[src/core/pmb_pkg.sv]
// Shared constants for the PCI master burst / back-to-back pair.
// Assumes both ends run on one PCI clock.
package pmb_pkg;
   // Local master phase codes
   localparam logic [3:0] PH_IDLE = 4'h0;
   localparam logic [3:0] PH_ALOAD = 4'h1;
   localparam logic [3:0] PH_TRANS = 4'h2;
   localparam logic [3:0] PH_TERM = 4'h3;
   // End cause codes
   localparam logic [1:0] END_NONE = 2'h0;
   localparam logic [1:0] END_NORMAL = 2'h1;
   localparam int BURST_W = 8;
   // APB register offsets of the far end
   localparam logic [7:0] REG_CTRL = 8'h00;
   localparam logic [7:0] REG_ADDR = 8'h04;
   localparam logic [7:0] REG_LEN = 8'h08;
   localparam logic [7:0] REG_DLO = 8'h0C;
   localparam logic [7:0] REG_DHI = 8'h10;
   localparam logic [7:0] REG_STAT = 8'h14;
   // Field positions
   localparam int CTRL_GO = 0;
   localparam int CTRL_WIDE = 1;
   localparam int CTRL_TXN_LSB = 4;
   localparam int LEN_CMD_LSB = 16;
   localparam int STAT_CAUSE_LSB = 4;
   localparam int STAT_BUSY = 8;
   localparam int STAT_RX_LSB = 16;
   localparam logic [3:0] CMD_RST = 4'h7;
endpackage : pmb_pkg
[src/core/pmb_if.sv]
// Interface joining the master core to the PCI bus and local logic.
// Assumes pull-ups on shared PCI lines when nobody drives them.
`timescale 1ns/10ps
interface pmb_if (
   input logic pclk
);
   logic req_n;
   logic gnt_n;
   logic frame_n_o;
   logic frame_oe;
   logic req64_n_o;
   logic irdy_n_o;
   logic irdy_oe;
   logic [63:0] ad_o;
   logic ad_oe;
   logic [7:0] cbe_o;
   logic par_o;
   logic par_oe;
   logic trdy_n;
   logic devsel_n;
   logic ack64_n;
   logic frame_n;
   logic irdy_n;
   logic req64_n;
   logic local_request_narrow_n;
   logic local_request_wide_n;
   logic local_grant_n;
   logic [3:0] local_master_phase;
   logic [1:0] local_end_cause;
   logic [pmb_pkg::BURST_W-1:0] burst_remaining_count;
   logic [pmb_pkg::BURST_W-1:0] burst_length_in;
   logic local_write_ready_n;
   logic local_word_taken_n;
   logic local_low_word_taken_n;
   logic local_high_word_taken_n;
   logic [7:0] local_byte_enables_in;
   logic [63:0] local_ad_in;

   // Resolved shared lines
   assign frame_n = frame_oe ? frame_n_o : 1'b1;
   assign req64_n = frame_oe ? req64_n_o : 1'b1;
   assign irdy_n = irdy_oe ? irdy_n_o : 1'b1;

   modport core (
      output req_n, frame_n_o, frame_oe, req64_n_o, irdy_n_o, irdy_oe,
      output ad_o, ad_oe, cbe_o, par_o, par_oe,
      input gnt_n, trdy_n, devsel_n, ack64_n, frame_n, irdy_n,
      input local_request_narrow_n, local_request_wide_n,
      output local_grant_n, local_master_phase, local_end_cause,
      output burst_remaining_count, local_word_taken_n,
      output local_low_word_taken_n, local_high_word_taken_n,
      input burst_length_in, local_write_ready_n,
      input local_byte_enables_in, local_ad_in
   );
   modport far (
      input req_n, frame_n, irdy_n, req64_n, ad_o, ad_oe, cbe_o,
      output gnt_n, trdy_n, devsel_n, ack64_n,
      output local_request_narrow_n, local_request_wide_n,
      input local_grant_n, local_master_phase, local_end_cause,
      input burst_remaining_count, local_word_taken_n,
      input local_low_word_taken_n, local_high_word_taken_n,
      output burst_length_in, local_write_ready_n,
      output local_byte_enables_in, local_ad_in
   );
endinterface : pmb_if

[src/core/pmb_core.sv]
// PCI master core: burst write ending and fast back-to-back start.
// Assumes the far end drives arbiter, target and local master signals.
// Contract
// Decrement burst counter after each completed phase
// Next word onto AD after acceptance
// Last phase: FRAME# off, single strobe off
// Phase completes only with IRDY# and TRDY#
// Turnaround: release lines, count zero, terminate
// Normal end cause when last phase completed
// Target drops DEVSEL#, TRDY# at turnaround
// Idle: stop driving IRDY# and PAR
// Chain requested transactions without idle cycle
// Request must stand at address loading
// Local logic holds request until done
// Back-to-back only after a write
// Wide request with address, command, length
// REQ# asserted cycle after local request
// Local grant on GNT# and idle bus
// Request and grant: address loading, latch
// GNT# and loading: FRAME#, REQ64#, address
// Address phase loads burst counter
// Wide write: low and high strobes
// Ready only when data can be supplied
// Hold REQ# while FRAME# and wide request
// Strobe means local data being captured
`timescale 1ns/10ps
module pmb_core (
   input wire logic pclk,
   input wire logic presetn,
   output logic bus_owner,
   pmb_if.core bus
);
   typedef enum logic [2:0] {
      S_IDLE, S_ALOAD, S_ADDR, S_DATA, S_TURN
   } pmb_state_t;

   localparam int BW = pmb_pkg::BURST_W;

   pmb_state_t state_r;
   logic req_n_r;
   logic lgnt_n_r;
   logic wide_r;
   logic chain_r;
   logic [3:0] phase_r;
   logic [1:0] cause_r;
   logic [31:0] addr_r;
   logic [3:0] cmd_r;
   logic [BW-1:0] len_r;
   logic [BW-1:0] cnt_r;
   logic [BW-1:0] fetch_r;
   logic [63:0] hold_d_r;
   logic [7:0] hold_be_r;
   logic hold_v_r;
   logic [63:0] ad_r;
   logic [7:0] cbe_r;
   logic bus_v_r;
   logic par_r;
   logic par_oe_r;
   logic lreq;
   logic bus_idle;
   logic complete;
   logic last;
   logic take;
   logic move;
   logic drive;

   ////////////////////////////////////////////////////////////////////
   // Combinational terms
   assign lreq = !bus.local_request_narrow_n || !bus.local_request_wide_n;
   assign bus_idle = bus.frame_n && bus.irdy_n;
   assign drive = (state_r == S_ADDR) || (state_r == S_DATA);
   // both ready lines
   assign complete = (state_r == S_DATA) && bus_v_r && !bus.trdy_n;
   assign last = (cnt_r == BW'(1));
   // Hold register moves onto AD when AD is free or completing
   assign move = (state_r == S_DATA) && hold_v_r && (!bus_v_r || complete);
   // strobe when local word is captured
   assign take = drive && (fetch_r != '0) && !bus.local_write_ready_n
      && (!hold_v_r || move);

   assign bus.req_n = req_n_r;
   assign bus.local_grant_n = lgnt_n_r;
   assign bus.local_master_phase = phase_r;
   assign bus.local_end_cause = cause_r;
   assign bus.burst_remaining_count = cnt_r;
   // final phase with IRDY# on, FRAME# off
   assign bus.frame_n_o = !((state_r == S_ADDR) ||
      ((state_r == S_DATA) && !(bus_v_r && last)));
   assign bus.frame_oe = drive;
   // REQ64# with FRAME#
   assign bus.req64_n_o = bus.frame_n_o || !wide_r;
   assign bus.irdy_n_o = !((state_r == S_DATA) && bus_v_r);
   // IRDY# still driven high in turnaround
   assign bus.irdy_oe = drive || (state_r == S_TURN);
   assign bus.ad_o = ad_r;
   assign bus.cbe_o = cbe_r;
   assign bus.ad_oe = drive;
   assign bus.par_o = par_r;
   // parity released one after turnaround
   assign bus.par_oe = par_oe_r;
   // wide strobes pair
   assign bus.local_low_word_taken_n = !(take && wide_r);
   assign bus.local_high_word_taken_n = !(take && wide_r);
   // single strobe per narrow word fetched, off in the last phase
   assign bus.local_word_taken_n = !(take && !wide_r);
   assign bus_owner = drive;

   ////////////////////////////////////////////////////////////////////
   // PCI bus request
   always_ff @(posedge pclk or negedge presetn) begin
      if (!presetn) begin
         req_n_r <= 1'b1;
      end else if (!bus.frame_n && drive) begin
         // keep REQ# for pending chain
         req_n_r <= bus.local_request_wide_n && bus.local_request_narrow_n;
      end else begin
         // REQ# after local request
         req_n_r <= !lreq;
      end
   end

   ////////////////////////////////////////////////////////////////////
   // Local grant
   always_ff @(posedge pclk or negedge presetn) begin
      if (!presetn) begin
         lgnt_n_r <= 1'b1;
      end else begin
         // grant on GNT# and idle bus
         lgnt_n_r <= !(!bus.gnt_n && lreq &&
            ((state_r == S_IDLE && bus_idle) ||
             (state_r == S_TURN && chain_r)));
      end
   end

   ////////////////////////////////////////////////////////////////////
   // Transaction sequencer
   always_ff @(posedge pclk or negedge presetn) begin
      if (!presetn) begin
         state_r <= S_IDLE;
         phase_r <= pmb_pkg::PH_IDLE;
         cause_r <= pmb_pkg::END_NONE;
         addr_r <= '0;
         cmd_r <= '0;
         len_r <= '0;
         wide_r <= 1'b0;
      end else begin
         case (state_r)
            S_IDLE: begin
               // request and grant seen last cycle
               if (lreq && !lgnt_n_r) begin
                  state_r <= S_ALOAD;
                  phase_r <= pmb_pkg::PH_ALOAD;
                  addr_r <= bus.local_ad_in[31:0];
                  cmd_r <= bus.local_byte_enables_in[3:0];
                  len_r <= bus.burst_length_in;
                  wide_r <= !bus.local_request_wide_n;
               end
            end
            S_ALOAD: begin
               // start on GNT# seen during loading
               if (!bus.gnt_n) begin
                  state_r <= S_ADDR;
                  phase_r <= pmb_pkg::PH_TRANS;
                  cause_r <= pmb_pkg::END_NONE;
               end else begin
                  state_r <= S_IDLE;
                  phase_r <= pmb_pkg::PH_IDLE;
               end
            end
            S_ADDR: begin
               state_r <= S_DATA;
            end
            S_DATA: begin
               if (complete && last) begin
                  // turnaround with termination status
                  state_r <= S_TURN;
                  phase_r <= pmb_pkg::PH_TERM;
                  // both ready lines seen on last phase
                  cause_r <= pmb_pkg::END_NORMAL;
               end
            end
            S_TURN: begin
               // chained request skips the idle state
               if (chain_r && !bus.gnt_n && lreq) begin
                  state_r <= S_ALOAD;
                  phase_r <= pmb_pkg::PH_ALOAD;
                  addr_r <= bus.local_ad_in[31:0];
                  cmd_r <= bus.local_byte_enables_in[3:0];
                  len_r <= bus.burst_length_in;
                  wide_r <= !bus.local_request_wide_n;
               end else begin
                  state_r <= S_IDLE;
                  phase_r <= pmb_pkg::PH_IDLE;
               end
            end
            default: begin
               state_r <= S_IDLE;
               phase_r <= pmb_pkg::PH_IDLE;
            end
         endcase
      end
   end

   ////////////////////////////////////////////////////////////////////
   // Fast back-to-back eligibility
   always_ff @(posedge pclk or negedge presetn) begin
      if (!presetn) begin
         chain_r <= 1'b0;
      end else if (state_r == S_ALOAD || state_r == S_IDLE) begin
         chain_r <= 1'b0;
      end else if (drive && lreq && cmd_r[0]) begin
         // only writes (odd command codes) may chain
         chain_r <= 1'b1;
      end
   end

   ////////////////////////////////////////////////////////////////////
   // Burst counters
   always_ff @(posedge pclk or negedge presetn) begin
      if (!presetn) begin
         cnt_r <= '0;
         fetch_r <= '0;
      end else begin
         if (state_r == S_ALOAD) begin
            fetch_r <= len_r;
         end else if (take) begin
            fetch_r <= fetch_r - BW'(1);
         end
         if (state_r == S_ALOAD && !bus.gnt_n) begin
            // count loaded for the address phase
            cnt_r <= len_r;
         end else if (complete && last) begin
            // counter reaches zero at turnaround
            cnt_r <= '0;
         end else if (complete) begin
            // one less per completed phase
            cnt_r <= cnt_r - BW'(1);
         end
      end
   end

   ////////////////////////////////////////////////////////////////////
   // Write data pipeline
   always_ff @(posedge pclk or negedge presetn) begin
      if (!presetn) begin
         hold_d_r <= '0;
         hold_be_r <= '0;
         hold_v_r <= 1'b0;
      end else if (take) begin
         hold_d_r <= bus.local_ad_in;
         hold_be_r <= bus.local_byte_enables_in;
         hold_v_r <= 1'b1;
      end else if (move || state_r == S_IDLE) begin
         hold_v_r <= 1'b0;
      end
   end

   always_ff @(posedge pclk or negedge presetn) begin
      if (!presetn) begin
         ad_r <= '0;
         cbe_r <= '0;
         bus_v_r <= 1'b0;
      end else if (state_r == S_ALOAD) begin
         // address and command for address phase
         ad_r <= {32'h0000_0000, addr_r};
         cbe_r <= {4'h0, cmd_r};
         bus_v_r <= 1'b0;
      end else if (move) begin
         // next word after target accepted the last
         ad_r <= hold_d_r;
         cbe_r <= hold_be_r;
         bus_v_r <= 1'b1;
      end else if (complete) begin
         bus_v_r <= 1'b0;
      end
   end

   ////////////////////////////////////////////////////////////////////
   // Parity, one cycle behind AD
   always_ff @(posedge pclk or negedge presetn) begin
      if (!presetn) begin
         par_r <= 1'b0;
         par_oe_r <= 1'b0;
      end else begin
         par_r <= ^{ad_r[31:0], cbe_r[3:0]};
         par_oe_r <= drive;
      end
   end
endmodule : pmb_core

[src/flat_wrapper.sv]
// flat-port wrapper written by rule: the top's interface ports become plain ports
module pmb_core_flat 
  (pclk, presetn, bus_owner, bus_req_n, bus_frame_n_o, bus_frame_oe, bus_req64_n_o, bus_irdy_n_o, bus_irdy_oe, bus_ad_o, bus_ad_oe, bus_cbe_o, bus_par_o, bus_par_oe, bus_gnt_n, bus_trdy_n, bus_devsel_n, bus_ack64_n, bus_local_request_narrow_n, bus_local_request_wide_n, bus_local_grant_n, bus_local_master_phase, bus_local_end_cause, bus_burst_remaining_count, bus_local_word_taken_n, bus_local_low_word_taken_n, bus_local_high_word_taken_n, bus_burst_length_in, bus_local_write_ready_n, bus_local_byte_enables_in, bus_local_ad_in);
  pmb_if bus_i (.pclk(pclk));
  input wire logic pclk;
  input wire logic presetn;
  output logic bus_owner;
  output wire logic [$bits(bus_i.req_n)-1:0] bus_req_n;
  output wire logic [$bits(bus_i.frame_n_o)-1:0] bus_frame_n_o;
  output wire logic [$bits(bus_i.frame_oe)-1:0] bus_frame_oe;
  output wire logic [$bits(bus_i.req64_n_o)-1:0] bus_req64_n_o;
  output wire logic [$bits(bus_i.irdy_n_o)-1:0] bus_irdy_n_o;
  output wire logic [$bits(bus_i.irdy_oe)-1:0] bus_irdy_oe;
  output wire logic [$bits(bus_i.ad_o)-1:0] bus_ad_o;
  output wire logic [$bits(bus_i.ad_oe)-1:0] bus_ad_oe;
  output wire logic [$bits(bus_i.cbe_o)-1:0] bus_cbe_o;
  output wire logic [$bits(bus_i.par_o)-1:0] bus_par_o;
  output wire logic [$bits(bus_i.par_oe)-1:0] bus_par_oe;
  input wire logic [$bits(bus_i.gnt_n)-1:0] bus_gnt_n;
  input wire logic [$bits(bus_i.trdy_n)-1:0] bus_trdy_n;
  input wire logic [$bits(bus_i.devsel_n)-1:0] bus_devsel_n;
  input wire logic [$bits(bus_i.ack64_n)-1:0] bus_ack64_n;
  input wire logic [$bits(bus_i.local_request_narrow_n)-1:0] bus_local_request_narrow_n;
  input wire logic [$bits(bus_i.local_request_wide_n)-1:0] bus_local_request_wide_n;
  output wire logic [$bits(bus_i.local_grant_n)-1:0] bus_local_grant_n;
  output wire logic [$bits(bus_i.local_master_phase)-1:0] bus_local_master_phase;
  output wire logic [$bits(bus_i.local_end_cause)-1:0] bus_local_end_cause;
  output wire logic [$bits(bus_i.burst_remaining_count)-1:0] bus_burst_remaining_count;
  output wire logic [$bits(bus_i.local_word_taken_n)-1:0] bus_local_word_taken_n;
  output wire logic [$bits(bus_i.local_low_word_taken_n)-1:0] bus_local_low_word_taken_n;
  output wire logic [$bits(bus_i.local_high_word_taken_n)-1:0] bus_local_high_word_taken_n;
  input wire logic [$bits(bus_i.burst_length_in)-1:0] bus_burst_length_in;
  input wire logic [$bits(bus_i.local_write_ready_n)-1:0] bus_local_write_ready_n;
  input wire logic [$bits(bus_i.local_byte_enables_in)-1:0] bus_local_byte_enables_in;
  input wire logic [$bits(bus_i.local_ad_in)-1:0] bus_local_ad_in;
  assign bus_req_n = bus_i.req_n;
  assign bus_frame_n_o = bus_i.frame_n_o;
  assign bus_frame_oe = bus_i.frame_oe;
  assign bus_req64_n_o = bus_i.req64_n_o;
  assign bus_irdy_n_o = bus_i.irdy_n_o;
  assign bus_irdy_oe = bus_i.irdy_oe;
  assign bus_ad_o = bus_i.ad_o;
  assign bus_ad_oe = bus_i.ad_oe;
  assign bus_cbe_o = bus_i.cbe_o;
  assign bus_par_o = bus_i.par_o;
  assign bus_par_oe = bus_i.par_oe;
  assign bus_i.gnt_n = bus_gnt_n;
  assign bus_i.trdy_n = bus_trdy_n;
  assign bus_i.devsel_n = bus_devsel_n;
  assign bus_i.ack64_n = bus_ack64_n;
  assign bus_i.local_request_narrow_n = bus_local_request_narrow_n;
  assign bus_i.local_request_wide_n = bus_local_request_wide_n;
  assign bus_local_grant_n = bus_i.local_grant_n;
  assign bus_local_master_phase = bus_i.local_master_phase;
  assign bus_local_end_cause = bus_i.local_end_cause;
  assign bus_burst_remaining_count = bus_i.burst_remaining_count;
  assign bus_local_word_taken_n = bus_i.local_word_taken_n;
  assign bus_local_low_word_taken_n = bus_i.local_low_word_taken_n;
  assign bus_local_high_word_taken_n = bus_i.local_high_word_taken_n;
  assign bus_i.burst_length_in = bus_burst_length_in;
  assign bus_i.local_write_ready_n = bus_local_write_ready_n;
  assign bus_i.local_byte_enables_in = bus_local_byte_enables_in;
  assign bus_i.local_ad_in = bus_local_ad_in;
  pmb_core u_core (.pclk(pclk), .presetn(presetn), .bus_owner(bus_owner), .bus(bus_i));
endmodule
[config.mk]
export PLATFORM = sky130hd
export DESIGN_NAME = pmb_core_flat
export DESIGN_NICKNAME = d
export VERILOG_FILES = /design/src/core/pmb_pkg.sv /design/src/core/pmb_if.sv /design/src/core/pmb_core.sv /design/src/flat_wrapper.sv
export SDC_FILE = /design/constraint.sdc
export NUM_CORES = 1
export LEC_CHECK = 0
export BUFFER_PORTS_ARGS = -buffer_cell sky130_fd_sc_hd__buf_2
export CAP_MARGIN = 20
export CORE_UTILIZATION = 59
export DETAILED_ROUTE_END_ITERATION = 16
export PLACE_DENSITY = 0.9
export SYNTH_ARGS = -nofsm -noshare
export SYNTH_HDL_FRONTEND = slang
export SYNTH_SLANG_ARGS = --single-unit
[constraint.sdc]
create_clock -name pclk -period 5.5 [get_ports pclk]
set_clock_uncertainty 0.2 [all_clocks]
set_input_delay 1.1 -clock pclk [delete_from_list [all_inputs] [get_ports pclk]]
set_output_delay 1.1 -clock pclk [all_outputs]
set_load 0.1 [all_outputs]
== Word level (Yosys, flattened, before mapping) ==
Cells that the tools add are included.

* Register bits after elaboration: 221
* Output and inout port bits: 100

* Add/subtract/negate cells: 2
* Eq/ne operators: 9
* Mux-type cells: 44
* Bitwise gates (word level): 1
* Reductions and logical operators: 67

{| class="wikitable"
|+ Operator list
! cell !! count
|-
| 64-bit two-way mux || 2
|-
| 8-bit two-way mux || 9
|-
| 32-bit two-way mux || 2
|-
| 32-bit one-hot mux with 2 select lines || 1
|-
| 36-bit parity || 1
|-
| 1-bit logical AND || 25
|-
| 4-bit one-hot mux with 5 select lines || 1
|-
| 1-bit logical NOT || 17
|-
| 4-bit two-way mux || 4
|-
| 8-bit one-hot mux with 2 select lines || 1
|-
| 8-bit by 1-bit subtractor with 8-bit output (second input constant) || 2
|-
| 3-bit one-hot mux with 5 select lines || 1
|-
| 1-bit two-way mux || 14
|-
| 2-bit nonzero test || 6
|-
| 1-bit logical OR || 10
|-
| 3-bit AND reduction || 3
|-
| 8-bit by 1-bit equality test with 1-bit output (second input constant) || 1
|-
| 2-bit two-way mux || 4
|-
| 4-bit one-hot mux with 2 select lines || 1
|-
| 8-bit nonzero test || 1
|-
| 3-bit by 2-bit equality test with 1-bit output (second input constant) || 2
|-
| 3-bit two-way mux || 2
|-
| 2-bit != test (second input constant) || 3
|-
| 3-bit nonzero test || 2
|-
| other kinds (8) || 8
|}

== Depth between registers and ports, before layout ==
Gate-level depths: netlist (run 1).

* Depth in word-level cells: 12
* Gate-level depth with buffers: 9
* Gate-level depth less buffers: 7

== Least setup slack after synthesis (run 1) ==
OpenSTA, ideal clock, no wires.

* Path type: input to output
* Start: input bus_trdy_n
* End: output bus_local_low_word_taken_n
* Arrival: 3553 ps
* Required time: 4200 ps
* Setup slack: 647 ps
* Stages on the path: 8
* Buffers on the path: 4
* Cell sequence: a21bo_2 -> a211oi_1 -> o21a_1 -> buf_6 -> buf_2 -> clkbuf_1 -> nand2_1 -> buf_4

* Word-level cells in the longest chain between the ends: 8

{| class="wikitable"
|+ RTL lines
! item !! line !! text
|-
| start, declared || flat_wrapper.sv:20 || <nowiki>input wire logic [$bits(bus_i.trdy_n)-1:0] bus_trdy_n;</nowiki>
|-
| 1-bit logical NOT || pmb_core.sv:73 || <nowiki>assign complete = (state_r == S_DATA) && bus_v_r && !bus.trdy_n;</nowiki>
|-
| 1-bit logical AND || pmb_core.sv:73 ||
|-
| 1-bit logical OR || pmb_core.sv:76 || <nowiki>assign move = (state_r == S_DATA) && hold_v_r && (!bus_v_r || complete);</nowiki>
|-
| 1-bit logical AND || pmb_core.sv:76 ||
|-
| 1-bit logical OR || pmb_core.sv:79 || <nowiki>&& (!hold_v_r || move);</nowiki>
|-
| 1-bit logical AND || pmb_core.sv:79 ||
|-
| 1-bit logical AND || n/a ||
|-
| 1-bit logical NOT || n/a ||
|-
| end, declared || flat_wrapper.sv:30 || <nowiki>output wire logic [$bits(bus_i.local_low_word_taken_n)-1:0] bus_local_low_word_taken_n;</nowiki>
|}

Every way passes these cells.

== Worst setup path after layout (run 1) ==
* Start: input bus_trdy_n
* End: output bus_local_low_word_taken_n

* Word-level cells in the longest chain between the ends: 8

{| class="wikitable"
|+ RTL lines
! item !! line !! text
|-
| 1-bit logical NOT || pmb_core.sv:73 ||
|-
| 1-bit logical AND || pmb_core.sv:73 ||
|-
| 1-bit logical OR || pmb_core.sv:76 ||
|-
| 1-bit logical AND || pmb_core.sv:76 ||
|-
| 1-bit logical OR || pmb_core.sv:79 ||
|-
| 1-bit logical AND || pmb_core.sv:79 ||
|-
| 1-bit logical AND || pmb_core.sv:102 || <nowiki>assign bus.local_low_word_taken_n = !(take && wide_r);</nowiki>
|-
| 1-bit logical NOT || pmb_core.sv:102 ||
|}

Every way passes these cells.

==> results.yml, run 1 <==
outcome:
  outcome: "complete, no violations"
critical_path:
  arrival_ns: 2.79
  setup.worst_path.end: "bus_local_low_word_taken_n"
  cpPeakStageDelay_ns: 0.72
  worstPathMaxFanout: 5
  crit_chain: "buf_2 -> a21bo_2 -> a211oi_1 -> o21a_4 -> nand2_1 -> buf_2"
  worstReg2RegEnd: "u_core.fetch_r[4]"
  reg2reg_depth: 6
  r2r-start: "u_core.state_r[2]"
  timing_worst_setup_path_type: "input port to primary output"
  cp-startpoint: "bus_trdy_n"
  cp-end-kind: "primary output"
  critical_path.slowest_cell: "a211oi_1"
  critPathMostFrequentCell: "buf_2"
  rrSetupSlack_ns: 1.87
  cp.required_ns: 4.20
  startpoint_type: "input port"
worst_hold_path:
  hold_path.class: "flip-flop to flip-flop"
  hold_depth: 2
  min_from: "u_core.hold_d_r[35]"
routing:
  vias_per_cell: 5.45
  wirelength_microns: 21400
  first_pass_iters: 5
  drc: 0
  ant_nets: 0
  dr_total_vias: 7233
  wl_per_cell_microns: 16.1
  dr.first_iter.drc_count: 546
logic_synthesis:
  avgSynthCellArea_sq_um: 9.79
  ys.flop_type: "dfrtp_1"
  ys_warn_count: 0
  synthArstFlopShare_pct: 100
  synth-seq-cells: 218
  syn_inst: 945
  ys_types: 55
  syn_area_sq_um: 9250
  synth_edf_count: 0
  yosysSeqAreaShare_pct: 59.0
final_layout:
  ff_latch_area_sq_um: 5460
  areaGrowthSynthToFinish_pct: 19.6
  fill_cells: 1078
  drive_gt1_share_pct: 25.2
  layout.nets: 1195
  multi_input_area_sq_um: 3530
cts:
  post_cts_buffers: 0
  cts_buffers: 23
  postCtsResizedCells: 0
  insertion_delay_ns: 0.49
  clock_path_buffers: 3
  path_clk_slew_ns: 0.06
  root_buffer: "clkbuf_16"
  cts_tree: "built"
  hold_buffers: 0
  htree_levels: 1
  cts.sinks: 218
global_routing:
  grt_pass1_vias: 7112
  grtUsageTotal_pct: 27.2
  grt_pass1_wl_microns: 35100
  grt_max_degree: 130
  antenna_found_initial: 2
  grt.overflow.total: 0
die:
  die-area_sq_um: 16200
  pin_count: 189
  die_w_microns: 127
  initial_utilization_pct: 60.6
  core_sq_um: 15300
  die_height_microns: 127
  std_cell_rows: 45
sta:
  fmax_mhz: 245
  fin_crit_ns: 4.09
  fin_crit_sh_pct: 74.3
  rsz0062_at_grt: "no"
  relSlewSlack_pct: 34.7
  worst_slew_pin_slew_ns: 0.966
  setup_tns_ns: 0
  slew_violations: 0
  setup_viol_count_final: 0
  final_hold_viol_count: 0
placed_design:
  io_buffers: 183
  dp_hpwl_microns: 13200
  routabilityCongestion: 0.854
flow_run:
  max-cap-violations: 0
[critical path, delay by kind of cell]
kind            cells  cell delay, ns
buf+inv             2            0.41
compound gates      3            1.20
simple gates        1            0.07
[cell families (layout without fill, tap and decap cells)]
kind of cell | Yosys count | in the layout | synth area share, %
other cells | 1 | 5 | 0.0406
xor+xnor | 35 | 35 | 3.46
fa+ha+maj | 4 | 4 | 0.541
mux | 49 | 49 | 5.97
compound gates | 120 | 120 | 8.35
buf+inv | 69 | 237 | 3.25
flops | 218 | 218 | 59.0
simple gates | 449 | 449 | 19.4
[state kept, by name (all words and copies together) (netlist names), 2 cells and up]
signal,cells
u_core.bus.ad_o,64
u_core.hold_d_r,64
u_core.addr_r,32
u_core.bus.burst_remaining_count,8
u_core.bus.cbe_o,8
u_core.fetch_r,8
u_core.hold_be_r,8
u_core.len_r,8
u_core.cmd_r,4
u_core.state_r,3
u_core.bus.local_master_phase,2
[through the flow]
| stage | cell area (sq um) | setup WS (ns) | cells | utilization (%) | hold slack, ns |
|---|---|---|---|---|---|
| floorplan | 9260 | 0.647 | 947 | - | 0.246 |
| global placement | 10300 | 1.43 | 1287 | 67.3 | 0.254 |
| detailed placement | 10300 | 1.35 | 1287 | 67.3 | 0.262 |
| CTS | 11000 | 1.39 | 1325 | 72.2 | 0.277 |
| global route | 11100 | 1.27 | 1328 | 72.5 | 0.296 |
| finish | 11100 | 1.41 | 1328 | 72.5 | 0.274 |
[worst min path at each step]
stage | endpoint | slack [ns]
finish | u_core.hold_d_r[35] | 0.27
global route | u_core.bus.ad_o[47] | 0.30
CTS | u_core.hold_d_r[19] | 0.28
detailed placement | u_core.bus.ad_o[46] | 0.26
global placement | u_core.bus.ad_o[38] | 0.25
floorplan | u_core.hold_be_r[4] | 0.25
[per-layer routing]
| metal | vias to the layer above | track usage [%] | wire [microns] |
|---|---|---|---|
| met3 | 31 | 5.78 | 1640 |
| met4 | 0 | 8.19 | 377 |
| met1 | 3507 | 35.7 | 8760 |
| met2 | 287 | 45.8 | 10600 |
| met5 | - | 0 | 0 |
| li1 | 3408 | - | - |
[area by class of cell]
| class | count | area share, % |
|---|---|---|
| Timing Repair Buffer | 190 | 9.14 |
| Tap cell | 211 | 2.39 |
| Antenna cell | 2 | 0.0453 |
| Sequential cell | 218 | 49.4 |
| Clock inverter | 4 | 0.634 |
| Inverter | 9 | 0.306 |
| Clock buffer | 34 | 6.21 |
| Multi-Input combinational cell | 660 | 31.9 |
[cell usage after synthesis (2+ instances only)]
cell / n / area share [%]
a21oi_1: 10 / 0.54
a221o_1: 4 / 0.43
a22oi_1: 36 / 2.9
a31oi_1: 4 / 0.27
and2_1: 4 / 0.27
buf_2: 8 / 0.43
buf_4: 6 / 0.49
clkbuf_1: 43 / 1.7
dfrtp_1: 216 / 58
dfstp_2: 2 / 0.57
ha_1: 4 / 0.54
inv_1: 9 / 0.37
mux2_2: 45 / 5.5
mux2i_1: 3 / 0.32
nand2_1: 387 / 16
nand2b_1: 4 / 0.27
nand3_1: 6 / 0.32
nand4_1: 4 / 0.27
nor2_1: 21 / 0.85
nor2b_1: 2 / 0.14
nor3_1: 7 / 0.38
o211ai_1: 3 / 0.24
o21ai_0: 49 / 2.7
o311ai_0: 2 / 0.19
o31ai_1: 2 / 0.16
or3_1: 3 / 0.20
xnor2_1: 29 / 2.7
xor2_1: 5 / 0.47
[layout by cell type (no fill, tap or decap), types with 5 or more instances in the layout]
cell,count
clkbuf_8,7
a22oi_1,36
xor2_1,5
inv_1,9
mux2_2,45
nand3_1,6
nor2_1,19
o21ai_0,49
buf_4,5
dfrtp_1,216
clkbuf_16,23
nor3_1,7
buf_2,182
xnor2_1,29
nand2_1,386
a21oi_1,10
Power of run 1 is left out: the tool's default activity adds up to more than one toggle a clock period on the data nets, which glitch-free logic cannot reach.
==> run 2, diff against run 1 <==
- CORE_UTILIZATION: 59 -> 50
- PLACE_DENSITY: 0.9 -> 0.82
- clock period: 5.5 -> 3.7 ns (I/O delays scaled with it)
==> run 2 against run 1 <==
  * Via count shrank 1.3%
  * Worst hold slack got worse by 0.26 ns
  * Highest routed layer unchanged
  * Design area is 1.3% higher
  * Register-to-register slack got worse by 1.0 ns
  * Global-route usage is 4.0 points lower
  * Die area rose by 18%
  * Wire length up 1.4%
  * Non-clock buffer count rose by 7
  * Sequential share of layout area shrank 0.63 points
  * Setup slack got worse by 1.2 ns
==> results.yml, run 2 (synthesis gave the netlist of run 1 again) <==
cts:
  cts_tree: "built"
  root_buffer: "clkbuf_16"
  hold_buffers: 0
  clock_path_buffers: 3
  cts.sinks: 218
  path_clk_slew_ns: 0.06
  htree_levels: 1
  post_cts_buffers: 0
  insertion_delay_ns: 0.50
  cts_buffers: 23
  postCtsResizedCells: 0
global_routing:
  grt_max_degree: 98
  antenna_found_initial: 3
  grt_pass1_wl_microns: 34700
  grt.overflow.total: 0
  grtUsageTotal_pct: 23.2
  grt_pass1_vias: 6911
placed_design:
  io_buffers: 183
  routabilityCongestion: 0.850
  dp_hpwl_microns: 14000
die:
  initial_utilization_pct: 51.3
  die_height_microns: 138
  die_w_microns: 138
  core_sq_um: 18000
  std_cell_rows: 49
  pin_count: 189
  die-area_sq_um: 19000
critical_path:
  worstReg2RegEnd: "u_core.fetch_r[3]"
  worstPathMaxFanout: 6
  startpoint_type: "flip-flop"
  rrSetupSlack_ns: 0.86
  cp-end-kind: "primary output"
  reg2reg_depth: 7
  arrival_ns: 2.57
  timing_worst_setup_path_type: "flip-flop to primary output"
  r2r-start: "u_core.state_r[2]"
  cp.required_ns: 2.76
sta:
  fin_crit_ns: 3.51
  rsz0062_at_grt: "no"
  final_hold_viol_count: 0
  fin_crit_sh_pct: 95.0
  slew_violations: 0
  relSlewSlack_pct: 34.7
  setup_tns_ns: 0
  fmax_mhz: 285
  worst_slew_pin_slew_ns: 0.978
  setup_viol_count_final: 0
final_layout:
  fill_cells: 1439
  drive_gt1_share_pct: 25.9
  ff_latch_area_sq_um: 5460
  layout.nets: 1202
  final_common_cell: "nand2_1"
  areaGrowthSynthToFinish_pct: 21.1
  multi_input_area_sq_um: 3540
  final_cell_mix: "385 x nand2_1, 216 x dfrtp_1, 182 x buf_2"
routing:
  dr_total_vias: 7141
  vias_per_cell: 5.27
  wirelength_microns: 21700
  dr.first_iter.drc_count: 416
  ant_nets: 0
  first_pass_iters: 5
  drc: 0
  wl_per_cell_microns: 16.0
worst_hold_path:
  hold_path.class: "input port to asynchronous set/reset pin"
outcome:
  outcome: "complete, no violations"
flow_run:
  max-cap-violations: 0
[run 2: cell count changes in the layout (fill, tap and decap cells not counted), sizes merged]
cell / previous run / this run
buf: 190 / 197
bufinv: 2 / 4
clkbuf: 34 / 31
clkinv: 2 / 3
diode: 2 / 3
[run 2: per-stage QoR]
| stage | cells | hold WS, ns | area, sq um | setup slack [ns] | utilization, % |
|---|---|---|---|---|---|
| 2_1_floorplan | 947 | 0.244 | 9260 | 0.0410 | - |
| 3_3_place_gp | 1313 | 0.252 | 10400 | 0.709 | 57.6 |
| 3_5_place_dp | 1313 | 0.258 | 10400 | 0.669 | 57.6 |
| 4_1_cts | 1351 | 0.0911 | 11200 | 0.185 | 62.1 |
| 5_1_grt | 1354 | 0.0937 | 11200 | 0.124 | 62.1 |
| 6_report | 1354 | 0.0168 | 11200 | 0.187 | 62.1 |
[run 2: cell type report]
type                            instances  area share (%)
Sequential cell                       218            48.7
Multi-Input combinational cell        660            31.6
Timing Repair Buffer                  197            9.54
Clock buffer                           31            5.94
Tap cell                              229            2.56
Clock inverter                          7            1.24
Inverter                                9           0.302
Antenna cell                            3          0.0670
[run 2: per-layer routing]
| metal | routed length (microns) | GRT usage, % | up-vias |
|---|---|---|---|
| met3 | 1880 | 6.51 | 32 |
| met4 | 394 | 5.56 | 0 |
| met5 | 0 | 0 | - |
| li1 | - | - | 3432 |
| met2 | 10300 | 38.9 | 239 |
| met1 | 9140 | 29.8 | 3438 |
[run 2: critical path, cell delays in order (launching register included)]
cell and delay [ns]:
dfrtp_1 0.41, or3_4 0.40, or3_1 0.46, o21a_4 0.31
nand2_4 0.07, buf_2 0.42
[run 2: worst max path at each step]
stage,startpoint,to,slack (ns),cells after the start
floorplan,bus_trdy_n,bus_local_low_word_taken_n,0.04,8
global placement,bus_trdy_n,u_core.fetch_r[3],0.71,8
detailed placement,bus_trdy_n,u_core.fetch_r[3],0.67,8
CTS,u_core.fetch_r[2],bus_local_low_word_taken_n,0.18,5
global route,u_core.fetch_r[2],bus_local_high_word_taken_n,0.12,5
finish,u_core.fetch_r[2],bus_local_low_word_taken_n,0.19,5
Power of run 2 is left out for the same reason.
==> run 3, diff against run 2 <==
- BUFFER_PORTS_ARGS: -buffer_cell sky130_fd_sc_hd__buf_2 -> -buffer_cell sky130_fd_sc_hd__buf_4
==> run 3 against run 2 <==
  * Utilization is 2.6 points higher
  * First-iteration DRC count is 13% lower
  * Setup slack better by 0.13 ns
==> results.yml, run 3 (synthesis gave the netlist of run 1 again) <==
final_layout:
  fill_cells: 1457
  drive_gt1_share_pct: 26.2
  final_common_cell: "nand2_1"
  areaGrowthSynthToFinish_pct: 26.2
  antenna_cells: 0
  multi_input_area_sq_um: 3540
  layout.nets: 1203
  ff_latch_area_sq_um: 5460
  final_cell_mix: "385 x nand2_1, 216 x dfrtp_1, 193 x buf_4"
critical_path:
  cp.required_ns: 2.76
  crit_chain: "or3_4 -> or3_1 -> o21a_4 -> nand2b_1 -> buf_4"
  crit_buf_inv: 1
  critical_path.slowest_cell: "or3_1"
  r2r-start: "u_core.state_r[2]"
  arrival_ns: 2.45
  reg2reg_depth: 7
  timing_worst_setup_path_type: "flip-flop to primary output"
  path_delay_family: "simple AND/OR/NAND/NOR gates"
  rrSetupSlack_ns: 0.78
  worstPathMaxFanout: 7
  cpPeakStageDelay_ns: 0.46
  cp-end-kind: "primary output"
  worstReg2RegEnd: "u_core.fetch_r[7]"
  startpoint_type: "flip-flop"
routing:
  drc: 0
  vias_per_cell: 5.30
  ant_nets: 0
  first_pass_iters: 4
  wirelength_microns: 22300
  dr.first_iter.drc_count: 362
  dr_total_vias: 7191
  wl_per_cell_microns: 16.4
sta:
  rsz0062_at_grt: "no"
  fmax_mhz: 295
  slew_violations: 0
  worst_slew_pin_slew_ns: 0.974
  fin_crit_sh_pct: 91.6
  relSlewSlack_pct: 34.9
  setup_tns_ns: 0
  setup_viol_count_final: 0
  final_hold_viol_count: 0
  fin_crit_ns: 3.39
cts:
  postCtsResizedCells: 0
  root_buffer: "clkbuf_16"
  htree_levels: 1
  path_clk_slew_ns: 0.06
  insertion_delay_ns: 0.51
  clock_path_buffers: 3
  cts_buffers: 24
  hold_buffers: 0
  post_cts_buffers: 0
  cts_tree: "built"
  cts.sinks: 218
die:
  core_sq_um: 18000
  std_cell_rows: 49
  pin_count: 189
  initial_utilization_pct: 51.3
  die_w_microns: 138
  die-area_sq_um: 19000
  die_height_microns: 138
outcome:
  outcome: "complete, no violations"
placed_design:
  io_buffers: 183
  dp_hpwl_microns: 14400
  routabilityCongestion: 0.867
global_routing:
  grt_pass1_wl_microns: 35300
  grt_max_degree: 88
  antenna_found_initial: 0
  grtUsageTotal_pct: 23.7
  grt.overflow.total: 0
  grt_pass1_vias: 7077
flow_run:
  max-cap-violations: 0
worst_hold_path:
  hold_path.class: "input port to asynchronous set/reset pin"
## run 3: cell types whose count changed in the layout (fill, tap and decap cells not counted), sizes merged
cell and delta:
clkbuf +5, clkinv +3, diode -3, bufinv -2
## run 3: area by class of cell
type / instances / area share (%)
Timing Repair Buffer: 197 / 13.1
Tap cell: 229 / 2.46
Inverter: 9 / 0.290
Sequential cell: 218 / 46.8
Multi-Input combinational cell: 660 / 30.3
Clock buffer: 36 / 6.32
Clock inverter: 8 / 0.772
## run 3: worst max path at each step
stage	start	end	slack [ns]	cells after the start
CTS	u_core.fetch_r[2]	bus_local_word_taken_n	0.29	5
detailed placement	bus_trdy_n	u_core.fetch_r[7]	0.61	8
global route	u_core.fetch_r[2]	bus_local_word_taken_n	0.24	5
global placement	bus_trdy_n	u_core.fetch_r[3]	0.62	8
finish	u_core.fetch_r[2]	bus_local_word_taken_n	0.31	5
floorplan	bus_trdy_n	bus_local_low_word_taken_n	0.04	8
## run 3: layer usage
metal	vias up	GRT usage, %	routed length, microns
li1	3426	-	-
met1	3500	31.0	9460
met2	230	39.2	10500
met3	35	6.43	1870
met4	0	5.68	440
met5	-	0	0
## run 3: stage by stage
| stage | hold slack [ns] | utilization [%] | area [sq um] | setup WS (ns) | std cells |
|---|---|---|---|---|---|
| after global routing | 0.0904 | 64.7 | 11700 | 0.239 | 1357 |
| after detailed placement | 0.262 | 60.1 | 10800 | 0.608 | 1313 |
| final | 0.0265 | 64.7 | 11700 | 0.312 | 1357 |
| after global placement | 0.254 | 60.1 | 10800 | 0.618 | 1313 |
| after CTS | 0.0624 | 64.7 | 11700 | 0.295 | 1357 |
| after floorplan | 0.244 | - | 9260 | 0.0410 | 947 |
Power of run 3 is left out for the same reason.
